[src/hw/pdkr_pkg.sv]
// Package: offsets, reset values and decode helpers for the port
// debounce and key-entry reset block.
// Assumes a 32-bit Wishbone bus with word-aligned registers.
package pdkr_pkg;

    // Register indices; byte address is four times the index
    localparam logic [15:0] IDX_MASK  = 16'h5205;
    localparam logic [15:0] IDX_EDGE  = 16'h5206;
    localparam logic [15:0] IDX_FLAG  = 16'h5207;
    localparam logic [15:0] IDX_CHAT  = 16'h5208;
    localparam logic [15:0] IDX_KRST  = 16'h5209;
    localparam logic [15:0] IDX_LEVEL = 16'h520F;

    // Field positions
    localparam int          LO_SEL_LSB = 0;
    localparam int          HI_SEL_LSB = 4;
    localparam int          SEL_W      = 3;

    // Writable bits; others read zero
    localparam logic [7:0]  CHAT_WMASK = 8'h77;
    localparam logic [7:0]  KRST_WMASK = 8'h03;

    // Reset values
    localparam logic [7:0]  CHAT_RST   = 8'h00;
    localparam logic [1:0]  KRST_RST   = 2'h0;
    localparam logic [7:0]  MASK_RST   = 8'h00;
    localparam logic [7:0]  EDGE_RST   = 8'h00;
    localparam logic [7:0]  FLAG_RST   = 8'h00;

    // Filter timing in peripheral clock cycles
    localparam logic [2:0]  FILT_OFF     = 3'h0;
    localparam int          FILT_BASE_CYC = 256;

    // Byte address of a register index
    function automatic logic [31:0] pdkr_addr(input logic [15:0] idx);
        return {14'h0000, idx, 2'h0};
    endfunction

    // Pins taking part in key-entry reset
    function automatic logic [3:0] pdkr_grp_mask(input logic [1:0] sel);
        unique case (sel)
            2'h3: return 4'hF;
            2'h2: return 4'h7;
            2'h1: return 4'h3;
            2'h0: return 4'h0;
        endcase
    endfunction

    // Hold time: twice the check time, base << sel
    function automatic logic [31:0] pdkr_hold_cyc(input logic [2:0] sel,
                                                  input int base);
        return 32'(base) << sel;
    endfunction

endpackage

[src/hw/pdkr_sync.sv]
// Two-flop synchroniser for the port pins.
// Assumes pins are asynchronous to clk_i.
`timescale 1ns/100ps
module pdkr_sync #(
    parameter int W = 8
) (
    input  wire logic         clk_i,
    input  wire logic         rst_i,
    input  wire logic [W-1:0] async_i,
    output logic      [W-1:0] sync_o
);
    logic [W-1:0] meta_q;
    logic [W-1:0] sync_q;

    always_ff @(posedge clk_i) begin
        if (rst_i) begin
            meta_q <= '1;
            sync_q <= '1;
        end else begin
            meta_q <= async_i;
            sync_q <= meta_q;
        end
    end

    assign sync_o = sync_q;
endmodule // pdkr_sync

[src/hw/pdkr_nib_filter.sv]
// Chattering filter for one nibble of port pins.
// Assumes din_i is already synchronised to clk_i.
`timescale 1ns/100ps
module pdkr_nib_filter #(
    parameter int W     = 4,
    parameter int CNT_W = 16,
    parameter int BASE  = 256
) (
    input  wire logic         clk_i,
    input  wire logic         rst_i,
    input  wire logic [2:0]   sel_i,
    input  wire logic [W-1:0] din_i,
    output logic      [W-1:0] dout_o
);
    import pdkr_pkg::*;

    logic [W-1:0]     prev_q, prev_d;
    logic [W-1:0]     dout_q, dout_d;
    logic [CNT_W-1:0] cnt_q, cnt_d;
    logic [CNT_W-1:0] last;

    assign last = CNT_W'(pdkr_hold_cyc(sel_i, BASE) - 32'h1);

    always_comb begin
        prev_d = din_i;
        cnt_d  = cnt_q;
        dout_d = dout_q;
        if (sel_i == FILT_OFF) begin
            cnt_d  = '0;
            dout_d = din_i;
        end else if (din_i != prev_q) begin
            cnt_d = '0;
        end else if (cnt_q >= last) begin
            dout_d = prev_q;
        end else begin
            cnt_d = cnt_q + CNT_W'(1);
        end
    end

    always_ff @(posedge clk_i) begin
        if (rst_i) begin
            prev_q <= '1;
            dout_q <= '1;
            cnt_q  <= '0;
        end else begin
            prev_q <= prev_d;
            dout_q <= dout_d;
            cnt_q  <= cnt_d;
        end
    end

    assign dout_o = dout_q;
endmodule // pdkr_nib_filter

[src/hw/pdkr_top.sv]
// Top of the port debounce and key-entry reset block: Wishbone
// slave, pin synchroniser, two nibble filters, edge flags, key reset.
// Assumes classic Wishbone master on clk_i; pins are asynchronous.
//
// Notes on behaviour
// Low nibble uses bits 2:0, high 6:4
// Zero bypasses; else 256 to 16384 cycles
// Pulses up to check time are suppressed
// Edge passes after twice check time
// Software disables filter before sleep
// Software masks interrupts before filter writes
// Software waits twice check time after change
// Select picks pins 0-1, 0-2, 0-3 or none
// All selected pins low asserts reset
// Reset clears key-reset select to disabled
// Application never drives selected pins low together
// Software writes zero when unused
// Flag set on chosen edge of filtered pin
// Fields reset zero; reserved bits read zero
// Per-nibble counter restarts on change
`timescale 1ns/100ps
module pdkr_top #(
    parameter int FILT_BASE = pdkr_pkg::FILT_BASE_CYC,
    parameter int CNT_W     = 16
) (
    input  wire logic        clk_i,
    input  wire logic        rst_i,
    input  wire logic [31:0] adr_i,
    input  wire logic [31:0] dat_i,
    output logic      [31:0] dat_o,
    input  wire logic [3:0]  sel_i,
    input  wire logic        we_i,
    input  wire logic        cyc_i,
    input  wire logic        stb_i,
    output logic             ack_o,
    output logic             err_o,
    input  wire logic [7:0]  pins_i,
    output logic             irq_o,
    output logic             key_rst_o
);
    import pdkr_pkg::*;

    logic [7:0]  pins_s;
    logic [7:0]  filt;
    logic [2:0]  lo_sel, hi_sel;

    logic [7:0]  chat_q, chat_d;
    logic [1:0]  krst_q, krst_d;
    logic [7:0]  mask_q, mask_d;
    logic [7:0]  edge_q, edge_d;
    logic [7:0]  flag_q, flag_d;
    logic [7:0]  filt_q;
    logic        key_rst_q, key_rst_d;

    logic        ack_q, ack_d;
    logic        err_q, err_d;
    logic [31:0] dat_q, dat_d;

    logic        req, wr, mapped;
    logic        hit_mask, hit_edge, hit_flag;
    logic        hit_chat, hit_krst, hit_level;
    logic [7:0]  rise, fall, ev, w1c;
    logic [7:0]  rdat;

    // Pin synchroniser
    pdkr_sync #(
        .W       (8)
    ) u_sync (
        .clk_i   (clk_i),
        .rst_i   (rst_i),
        .async_i (pins_i),
        .sync_o  (pins_s)
    );

    assign lo_sel = chat_q[LO_SEL_LSB +: SEL_W];
    assign hi_sel = chat_q[HI_SEL_LSB +: SEL_W];

    // One filter per nibble
    genvar g;
    generate
        for (g = 0; g < 2; g++) begin : g_nib
            pdkr_nib_filter #(
                .W      (4),
                .CNT_W  (CNT_W),
                .BASE   (FILT_BASE)
            ) u_filt (
                .clk_i  (clk_i),
                .rst_i  (rst_i),
                .sel_i  ((g == 0) ? lo_sel : hi_sel),
                .din_i  (pins_s[g*4 +: 4]),
                .dout_o (filt[g*4 +: 4])
            );
        end
    endgenerate

    // Bus decode
    assign req       = cyc_i & stb_i;
    assign hit_mask  = (adr_i == pdkr_addr(IDX_MASK));
    assign hit_edge  = (adr_i == pdkr_addr(IDX_EDGE));
    assign hit_flag  = (adr_i == pdkr_addr(IDX_FLAG));
    assign hit_chat  = (adr_i == pdkr_addr(IDX_CHAT));
    assign hit_krst  = (adr_i == pdkr_addr(IDX_KRST));
    assign hit_level = (adr_i == pdkr_addr(IDX_LEVEL));
    assign mapped    = hit_mask | hit_edge | hit_flag
                     | hit_chat | hit_krst | hit_level;
    // Write lands on the edge where the master sees ack
    assign wr        = req & we_i & ack_q & sel_i[0];

    always_comb begin
        unique case (1'b1)
            hit_mask:  rdat = mask_q;
            hit_edge:  rdat = edge_q;
            hit_flag:  rdat = flag_q;
            hit_chat:  rdat = chat_q & CHAT_WMASK;
            hit_krst:  rdat = {6'h00, krst_q};
            hit_level: rdat = filt_q;
            default:   rdat = 8'h00;
        endcase
    end

    always_comb begin
        ack_d = req & ~ack_q & ~err_q & mapped;
        err_d = req & ~ack_q & ~err_q & ~mapped;
        dat_d = dat_q;
        if (ack_d | err_d) begin
            dat_d = {24'h000000, (ack_d ? rdat : 8'h00)};
        end
    end

    always_ff @(posedge clk_i) begin
        if (rst_i) begin
            ack_q <= 1'b0;
            err_q <= 1'b0;
            dat_q <= 32'h00000000;
        end else begin
            ack_q <= ack_d;
            err_q <= err_d;
            dat_q <= dat_d;
        end
    end

    // Edge detection on filtered levels
    assign rise = filt & ~filt_q;
    assign fall = ~filt & filt_q;
    assign ev   = (edge_q & fall) | (~edge_q & rise);
    assign w1c  = (wr & hit_flag) ? dat_i[7:0] : 8'h00;

    // Control and status registers
    always_comb begin
        chat_d = chat_q;
        krst_d = krst_q;
        mask_d = mask_q;
        edge_d = edge_q;
        if (wr & hit_chat) begin
            chat_d = dat_i[7:0] & CHAT_WMASK;
        end
        if (wr & hit_krst) begin
            krst_d = dat_i[1:0];
        end
        if (wr & hit_mask) begin
            mask_d = dat_i[7:0];
        end
        if (wr & hit_edge) begin
            edge_d = dat_i[7:0];
        end
        flag_d = (flag_q & ~w1c) | ev;
    end

    // Key-entry reset request
    always_comb begin
        key_rst_d = (krst_q != 2'h0)
                  && ((pins_s[3:0] & pdkr_grp_mask(krst_q)) == 4'h0);
    end

    always_ff @(posedge clk_i) begin
        if (rst_i) begin
            chat_q    <= CHAT_RST;
            krst_q    <= KRST_RST;
            mask_q    <= MASK_RST;
            edge_q    <= EDGE_RST;
            flag_q    <= FLAG_RST;
            filt_q    <= 8'hFF;
            key_rst_q <= 1'b0;
        end else begin
            chat_q    <= chat_d;
            krst_q    <= krst_d;
            mask_q    <= mask_d;
            edge_q    <= edge_d;
            flag_q    <= flag_d;
            filt_q    <= filt;
            key_rst_q <= key_rst_d;
        end
    end

    assign ack_o     = ack_q;
    assign err_o     = err_q;
    assign dat_o     = dat_q;
    assign irq_o     = |(flag_q & mask_q);
    assign key_rst_o = key_rst_q;
endmodule // pdkr_top

[config.mk]
export PLATFORM = sky130hd
export DESIGN_NAME = pdkr_top
export DESIGN_NICKNAME = d
export VERILOG_FILES = /design/src/hw/pdkr_pkg.sv /design/src/hw/pdkr_sync.sv /design/src/hw/pdkr_nib_filter.sv /design/src/hw/pdkr_top.sv
export SDC_FILE = /design/constraint.sdc
export NUM_CORES = 1
export LEC_CHECK = 0
export BUFFER_PORTS_ARGS = -buffer_cell sky130_fd_sc_hd__buf_4
export CAP_MARGIN = 20
export CORE_MARGIN = 3
export CORE_UTILIZATION = 59
export CTS_BUF_LIST = sky130_fd_sc_hd__clkbuf_16
export DETAILED_ROUTE_END_ITERATION = 12
export PLACE_DENSITY = 0.87
export REMOVE_ABC_BUFFERS = 1
export SYNTH_ARGS = -nofsm -noshare
export SYNTH_HDL_FRONTEND = slang
export SYNTH_SLANG_ARGS = --single-unit
[constraint.sdc]
create_clock -name clk_i -period 9.8 [get_ports clk_i]
set_clock_uncertainty 0.15 [all_clocks]
set_input_delay 0.98 -clock clk_i [delete_from_list [all_inputs] [get_ports clk_i]]
set_output_delay 0.98 -clock clk_i [all_outputs]
set_load 0.01 [all_outputs]
# == Yosys cells after proc, flatten, opt, wreduce, memory -nomap -nowiden ==
# Index checks and enable logic that the tools add are counted.
# classes
addsub,4
magnitude_cmp,2
n_eq_ne,13
shifts,2
mux,10
bitwise_logic,35
n_reduce_logical,13
# op_table
op,count
$eq 32x17->1 const B,6
$and 8x8->8,6
$pmux 8 s6,1
$add 16x1->16 const B,2
$ge 16x16->1,2
$not 8->8,4
$shl 9x3->16 const A,2
$sub 16x1->16 const B,2
$mux 4,6
$mux 8,2
$or 8x8->8,2
$pmux 4 s4,1
$and 1x1->1,13
$ne 4x4->1,2
$reduce_or 8->1,1
$logic_not 3->1,2
$or 1x1->1,6
$reduce_bool 2->1,3
$reduce_or 3->1,2
$and 4x4->4,1
$eq 2x2->1 const B,2
$logic_not 4->1,1
$ne 2x1->1 const B,2
$reduce_and 2->1,2
other kinds (4),6
# word_totals
ff_bits,115
input_bits,81
output_inout_bits,36
elab_cells,97

# == Longest topological paths before layout ==
# logic_depth
ltp_word,9
depth_mapped,17
ltp_nobuf,13

# == Cells and area by module ==
# From an unflattened synthesis, not the netlist that was laid out.
# hier_totals
hier_cells,686
area_unflattened_um2,5954.5
# by_module_without_submodules
mod,instances,cells_each,area_per_inst_um2,seq_area_each_um2
pdkr_top,1,289,2618.8,1021.0
pdkr_nib_filter at g_nib[1].u_filt,1,186,1475.2,480.5
pdkr_nib_filter at g_nib[0].u_filt,1,178,1428.9,480.5
pdkr_sync,1,33,431.7,320.3

# == Worst setup path before layout ==
# OpenSTA, ideal clock, no wires.
# synth_path
path_type,reg-to-reg
from,reg chat_q[0]
to,reg g_nib[0].u_filt.cnt_q[15]
setup_ps,72
t_arrival_ps,3292
t_required_ps,9578
setup_slack_ps,6286
path_stages_with_launch,17
path_buffers,3
synth_period_minus_slack_ps,3514
path_cell_list,dfxtp_1 clkbuf_1 nor3_1 clkbuf_1 inv_1 ha_1 buf_1 xor2_1 nor2_1 a21oi_1 ha_1 o21ai_0 nor2_1 a211oi_4 nand4_2 or3_1 a21oi_1
# synth_between
elab_chain_cells,3
word_cells_on_any_way,5
cone_classes,add/sub: 1; order compare: 1; shift: 1; reduce/logical: 2
# synth_lines
element,line_no,source
"start, declared",pdkr_top.sv:47,"logic [7:0] chat_q, chat_d;"
"start signal, assigned",pdkr_top.sv:185,chat_q <= chat_d;
$shl 9x3->16,pdkr_pkg.sv:52,return 32'(base) << sel;
$sub 16x1->16,pdkr_nib_filter.sv:22,"assign last = CNT_W'(pdkr_hold_cyc(sel_i, BASE) - 32'h1);"
$ge 16x16->1,pdkr_nib_filter.sv:33,end else if (cnt_q >= last) begin
"end signal, assigned",pdkr_nib_filter.sv:48,cnt_q <= cnt_d;
"end, declared",pdkr_nib_filter.sv:19,"logic [CNT_W-1:0] cnt_q, cnt_d;"
# Several ways; a longest one is shown, not always the timed one.
# A chain may end at the register's enable or synchronous reset.

# == Worst setup path after layout ==
# layout_path
from,reg chat_q[4]
to,reg g_nib[1].u_filt.dout_q[2]
# layout_between
elab_chain_cells,5
word_cells_on_any_way,8
cone_classes,add/sub: 1; order compare: 1; eq/ne: 1; shift: 1; mux: 1; reduce/logical: 3
# layout_lines
element,line_no,source
$shl 9x3->16,pdkr_pkg.sv:52,
$sub 16x1->16,pdkr_nib_filter.sv:22,
$ge 16x16->1,pdkr_nib_filter.sv:33,
$reduce_bool 2->1 (no source line),--,
$reduce_and 2->1 (no source line),--,
"end signal, assigned",pdkr_nib_filter.sv:47,dout_q <= dout_d;
"end, declared",pdkr_nib_filter.sv:18,"logic [W-1:0] dout_q, dout_d;"
# Several ways; a longest one is shown, not always the timed one.

==> impl_summary.txt <==
----------------------------------------------------
[Run status]
  Result of the run ... finished, final reports clean

[Clocking]
  Num Clock Sinks ... 115
  CTS-repair resized insts ... 0
  Post-CTS setup buffer count ... 0
  Clock H-tree levels ... 4
  Clock root buffer ... sky130_fd_sc_hd__clkbuf_16
  Clk_lat worst skew ... 0.41 ns
  Clock tree from TritonCTS ... yes
  Maximum root-to-sink buffer count ... 2
  Post-CTS clock slew at the launch and capture registers of the worst setup and hold paths ... 0.05 ns
  Cts hold-fix bufs ... 0
  Cts bufs inserted ... 17

[Layout]
  Final antenna diode count ... 0
  Final cell area excluding filler cells ... 6680 µm²
  Number of fill cells in the layout ... 699
  Nets ... 814
  Post-synthesis to final-layout area growth ... 17.7%
  Ratio of cells with drive above 1 in the final layout ... 0.199
  Final Util ... 0.719
  Number of standard cells in the final layout excluding fillers ... 854

[Timing]
  Fmax achieved ... 267 MHz
  RSZ-0062 raised after global routing ... no
  Slew margin rel. ... 0.286
  Setup TNS ... 0 ns
  Number of hold-slack violations in the final timing report ... 0
  Endpoints failing setup ... 0
  Final critical-path share of the clock period ... 0.382
  Max Transition Viols Final ... 0
  Slew at the pin closest to its max-slew limit ... 1.06 ns
  Period minus WS final ... 3.74 ns

[Floorplanning]
  Initial cell density of the core ... 0.611
  Rows ... 35
  Floorplan die area ... 10800 µm²
  Count of boundary I/O pins ... 117
  Height of the die ... 104 µm
  Die outline width ... 104 µm
  Core Footprint ... 9280 µm²

[Route]
  Antenna violation net count after detailed routing ... 0
  DRT iter0 DRCs ... 366
  Routed Wire Length ... 13100 µm
  Initial DRT Pass Iterations ... 5
  Vias per std cell ... 5.76
  DRC Markers ... 0
  Routed via count ... 4918
  WL/cell ... 15.4 µm

[Pwr]
  Power Internal ... 0.000841 W
  VDD IR max ... 109 µV
  Share of total power in combinational logic ... 0.044
  Leakage component of the power ... 2.65 nW
  Switching Share ... 0.228
  Reg power frac ... 0.439
  Portion of total power attributed to the clock network ... 0.517
  Power density relative to cell area ... 163 nW/µm²
  Reported net switching power ... 0.000248 W
  Power Total ... 0.00109 W

[Worst setup path]
  Worst setup SP type ... flip-flop
  Crit path depth ... 13
  Top fanout value on the critical path ... 15
  Critical path arrival ... 3.85 ns
  Worst r2r dst ... g_nib[1].u_filt.dout_o[2]$_SDFFE_PP1P_
  Slowest Stage Delay on Critical Path ... 0.83 ns
  Slowest cell on crit path ... sky130_fd_sc_hd__o21ai_1
  Worst-case register-to-register setup slack ... 6.06 ns
  Data required time at the worst endpoint ... 9.90 ns
  Cell breakdown of the critical path ... nor3_1 > buf_4 > inv_1 > ha_1 > xor2_1 > nor2_1 > a31oi_1 > ha_1 > nand2_1 > o21ai_1 > o21bai_1 > nor4_1 > a221oi_1
  CP bufs+invs ... 2
  Cell with the most instances on the worst path ... sky130_fd_sc_hd__ha_1
  Kind of critical path ... reg -> reg
  Kind of capture point of the worst setup path ... flip-flop
  Worst path top cell family by delay ... compound AO/OA/AOI/OAI gates
  Timing startpoint of the critical path ... chat_q[4]$_SDFFE_PP0P_
  FF-to-FF path depth ... 13
  Critical register-to-register path startpoint ... chat_q[4]$_SDFFE_PP0P_

[Place]
  DP Area ... 6130 µm²
  Placed wire-length estimate after detailed placement ... 8820 µm
  Number of input and output port buffers inserted ... 65
  DP Cell Count ... 823
  Placer's final routability congestion estimate ... 0.861

[Global route]
  Maximum number of pins on one net before global-route repair ... 76
  First-pass GRT wire length ... 22100 µm
  Antenna violations before repair ... 0
  Total routing resource utilization after global routing ... 0.246
  Via count of the first global-routing pass ... 4865
  Sum of overflow across all layers after global routing ... 0

[Yosys]
  Largest family of logic cells by synthesized area ... simple AND/OR/NAND/NOR gates
  Post-synthesis compound-gate area fraction ... 0.120
  Most used DFF post-synth ... sky130_fd_sc_hd__dfxtp_1
  Yosys synthesis warning count ... 0
  Post-synthesis cell area ... 5670 µm²
  Parity-gate share of the synthesized area counting xor and xnor cells ... 0.0556
  Synthesized-area fraction occupied by and/or/nand/nor cells ... 0.241
  Number of library cell types mapped by synthesis ... 58
  Adder and majority cell fraction of the synthesized area ... 0.0459
  Number of synthesized flops with an enable pin ... 0
  Share of cell area taken by muxes after synthesis ... 0.0613
  Portion of the post-synthesis area used by sequential elements ... 0.406
  FF+latch count, synth ... 115
  Async SR Flop Fraction ... 0
  Mapped Cells ... 654
  Mean post-synth cell area ... 8.68 µm²

[Run]
  Max-cap check violation count ... 0

[Worst hold path]
  End point of the most critical hold path ... u_sync.sync_o[1]$_SDFF_PP1_
  Hold WC Path Type ... reg -> reg
  Cell depth of the worst min-delay path ... 1
  Worst min-delay path startpoint ... u_sync.meta_q[1]$_SDFF_PP1_

----------------------------------------------------
==> power groups by stage <==
stage	registers (W)	clock network (W)	logic (W)
floorplan	0.000487	0	0.0000192
global placement	0.000488	0	0.0000458
detailed placement	0.000488	0	0.0000471
CTS	0.000478	0.000567	0.0000478
global route	0.000478	0.000591	0.0000526
finish	0.000478	0.000563	0.0000482
==> synth_stat cells, types with 3 or more instances <==
library cell | number | share of area
sky130_fd_sc_hd__dfxtp_1 | 115 | 0.41
sky130_fd_sc_hd__nand2_1 | 40 | 0.026
sky130_fd_sc_hd__xor2_1 | 18 | 0.028
sky130_fd_sc_hd__and4_1 | 4 | 0.0062
sky130_fd_sc_hd__nor4_1 | 17 | 0.019
sky130_fd_sc_hd__mux2_2 | 6 | 0.012
sky130_fd_sc_hd__a21oi_1 | 38 | 0.034
sky130_fd_sc_hd__inv_1 | 26 | 0.017
sky130_fd_sc_hd__nand4_1 | 15 | 0.017
sky130_fd_sc_hd__xnor2_1 | 18 | 0.028
sky130_fd_sc_hd__a22oi_1 | 10 | 0.013
sky130_fd_sc_hd__nor3_1 | 10 | 0.0088
sky130_fd_sc_hd__a221oi_1 | 11 | 0.017
sky130_fd_sc_hd__or3_1 | 7 | 0.0077
sky130_fd_sc_hd__nor4_2 | 4 | 0.0088
sky130_fd_sc_hd__nor3b_1 | 3 | 0.0040
sky130_fd_sc_hd__nand3_1 | 18 | 0.016
sky130_fd_sc_hd__and3_1 | 7 | 0.0077
sky130_fd_sc_hd__or2_2 | 25 | 0.028
sky130_fd_sc_hd__o21ai_0 | 23 | 0.020
sky130_fd_sc_hd__nor2_1 | 100 | 0.066
sky130_fd_sc_hd__buf_4 | 25 | 0.033
sky130_fd_sc_hd__mux2i_1 | 28 | 0.049
sky130_fd_sc_hd__clkbuf_1 | 21 | 0.014
sky130_fd_sc_hd__nor4b_1 | 4 | 0.0062
sky130_fd_sc_hd__ha_1 | 20 | 0.044
==> area by class of cell <==
| type | instances | area (µm²) | share of cell area |
|---|---|---|---|
| Timing Repair Buffer | 67 | 503 | 0.0753 |
| Inverter | 26 | 97.6 | 0.0146 |
| Tap cell | 129 | 161 | 0.0242 |
| Clock buffer | 17 | 425 | 0.0637 |
| Sequential cell | 115 | 2300 | 0.345 |
| Clock inverter | 14 | 118 | 0.0176 |
| Multi-Input combinational cell | 486 | 3070 | 0.460 |
==> how the worst max path moves through the flow <==
stage                                              to  slack [ns]
4_1_cts        g_nib[1].u_filt.dout_o[2]$_SDFFE_PP1P_        6.08
6_report       g_nib[1].u_filt.dout_o[2]$_SDFFE_PP1P_        6.06
2_1_floorplan  g_nib[1].u_filt.dout_o[0]$_SDFFE_PP1P_        6.10
5_1_grt        g_nib[1].u_filt.dout_o[2]$_SDFFE_PP1P_        5.61
3_5_place_dp   g_nib[1].u_filt.dout_o[2]$_SDFFE_PP1P_        6.15
3_3_place_gp   g_nib[1].u_filt.dout_o[3]$_SDFFE_PP1P_        6.29
==> through the flow <==
| step | hold slack, ns | worst slack [ns] |
|---|---|---|
| after global routing | 0.264 | 5.61 |
| after CTS | 0.255 | 6.08 |
| final | 0.255 | 6.06 |
| after global placement | 0.241 | 6.29 |
| after floorplan | 0.239 | 6.10 |
| after detailed placement | 0.242 | 6.15 |
==> cells by family (layout without fill, tap and decap cells) <==
| logic type | Yosys count | after routing |
|---|---|---|
| buffers and inverters | 77 | 124 |
| XOR/XNOR | 36 | 36 |
| flip-flops | 115 | 115 |
| AND/OR/NAND/NOR | 264 | 264 |
| AO/OA/AOI/OAI | 105 | 105 |
| adder cells (fa/ha/maj) | 21 | 21 |
| multiplexers | 34 | 34 |
| other | 2 | 26 |
==> placed cells by master (no fill, tap or decap), types with 4 or more instances in the layout <==
cell,count
sky130_fd_sc_hd__or2_2,25
sky130_fd_sc_hd__clkinvlp_4,8
sky130_fd_sc_hd__mux2_2,6
sky130_fd_sc_hd__inv_1,27
sky130_fd_sc_hd__ha_1,20
sky130_fd_sc_hd__nand4_1,15
sky130_fd_sc_hd__a21oi_1,38
sky130_fd_sc_hd__mux2i_1,28
sky130_fd_sc_hd__xnor2_1,18
sky130_fd_sc_hd__nor2_1,100
sky130_fd_sc_hd__buf_4,67
sky130_fd_sc_hd__xor2_1,18
sky130_fd_sc_hd__dfxtp_1,115
sky130_fd_sc_hd__conb_1,26
sky130_fd_sc_hd__clkbuf_16,17
sky130_fd_sc_hd__and4_1,4
sky130_fd_sc_hd__a221oi_1,11
sky130_fd_sc_hd__nor4b_1,4
sky130_fd_sc_hd__nor4_2,4
sky130_fd_sc_hd__and3_1,7
sky130_fd_sc_hd__a22oi_1,10
sky130_fd_sc_hd__nor3_1,10
sky130_fd_sc_hd__nand3_1,18
sky130_fd_sc_hd__nand2_1,40
sky130_fd_sc_hd__nor4_1,17
sky130_fd_sc_hd__o21ai_0,23
sky130_fd_sc_hd__or3_1,7
==> flip-flops by register name, summed over array words and instances, names as in the netlist <==
name	cells
u_sync.sync_o	8
key_rst_o	1
err_o	1
u_sync.meta_q	8
mask_q	8
filt_q	8
chat_q	6
g_nib.u_filt.dout_o	8
flag_q	8
krst_q	2
ack_o	1
edge_q	8
g_nib.u_filt.prev_q	8
g_nib.u_filt.cnt_q	32
dat_o	8
==> metal layers <==
layer | track usage | up-vias | wire, µm
met5 | 0 | - | 0
met4 | 0.115 | 0 | 410
met3 | 0.0478 | 46 | 709
met2 | 0.441 | 184 | 6920
met1 | 0.281 | 2328 | 5100
li1 | - | 2360 | -
==> worst register-to-register path, stage by stage (launching register included) <==
cell,delay (ns)
sky130_fd_sc_hd__dfxtp_1,0.38
sky130_fd_sc_hd__nor3_1,0.19
sky130_fd_sc_hd__buf_4,0.23
sky130_fd_sc_hd__inv_1,0.07
sky130_fd_sc_hd__ha_1,0.28
sky130_fd_sc_hd__xor2_1,0.17
sky130_fd_sc_hd__nor2_1,0.11
sky130_fd_sc_hd__a31oi_1,0.06
sky130_fd_sc_hd__ha_1,0.30
sky130_fd_sc_hd__nand2_1,0.06
sky130_fd_sc_hd__o21ai_1,0.83
sky130_fd_sc_hd__o21bai_1,0.38
sky130_fd_sc_hd__nor4_1,0.30
sky130_fd_sc_hd__a221oi_1,0.09
Note: power is estimated with default switching activity, not from simulation.
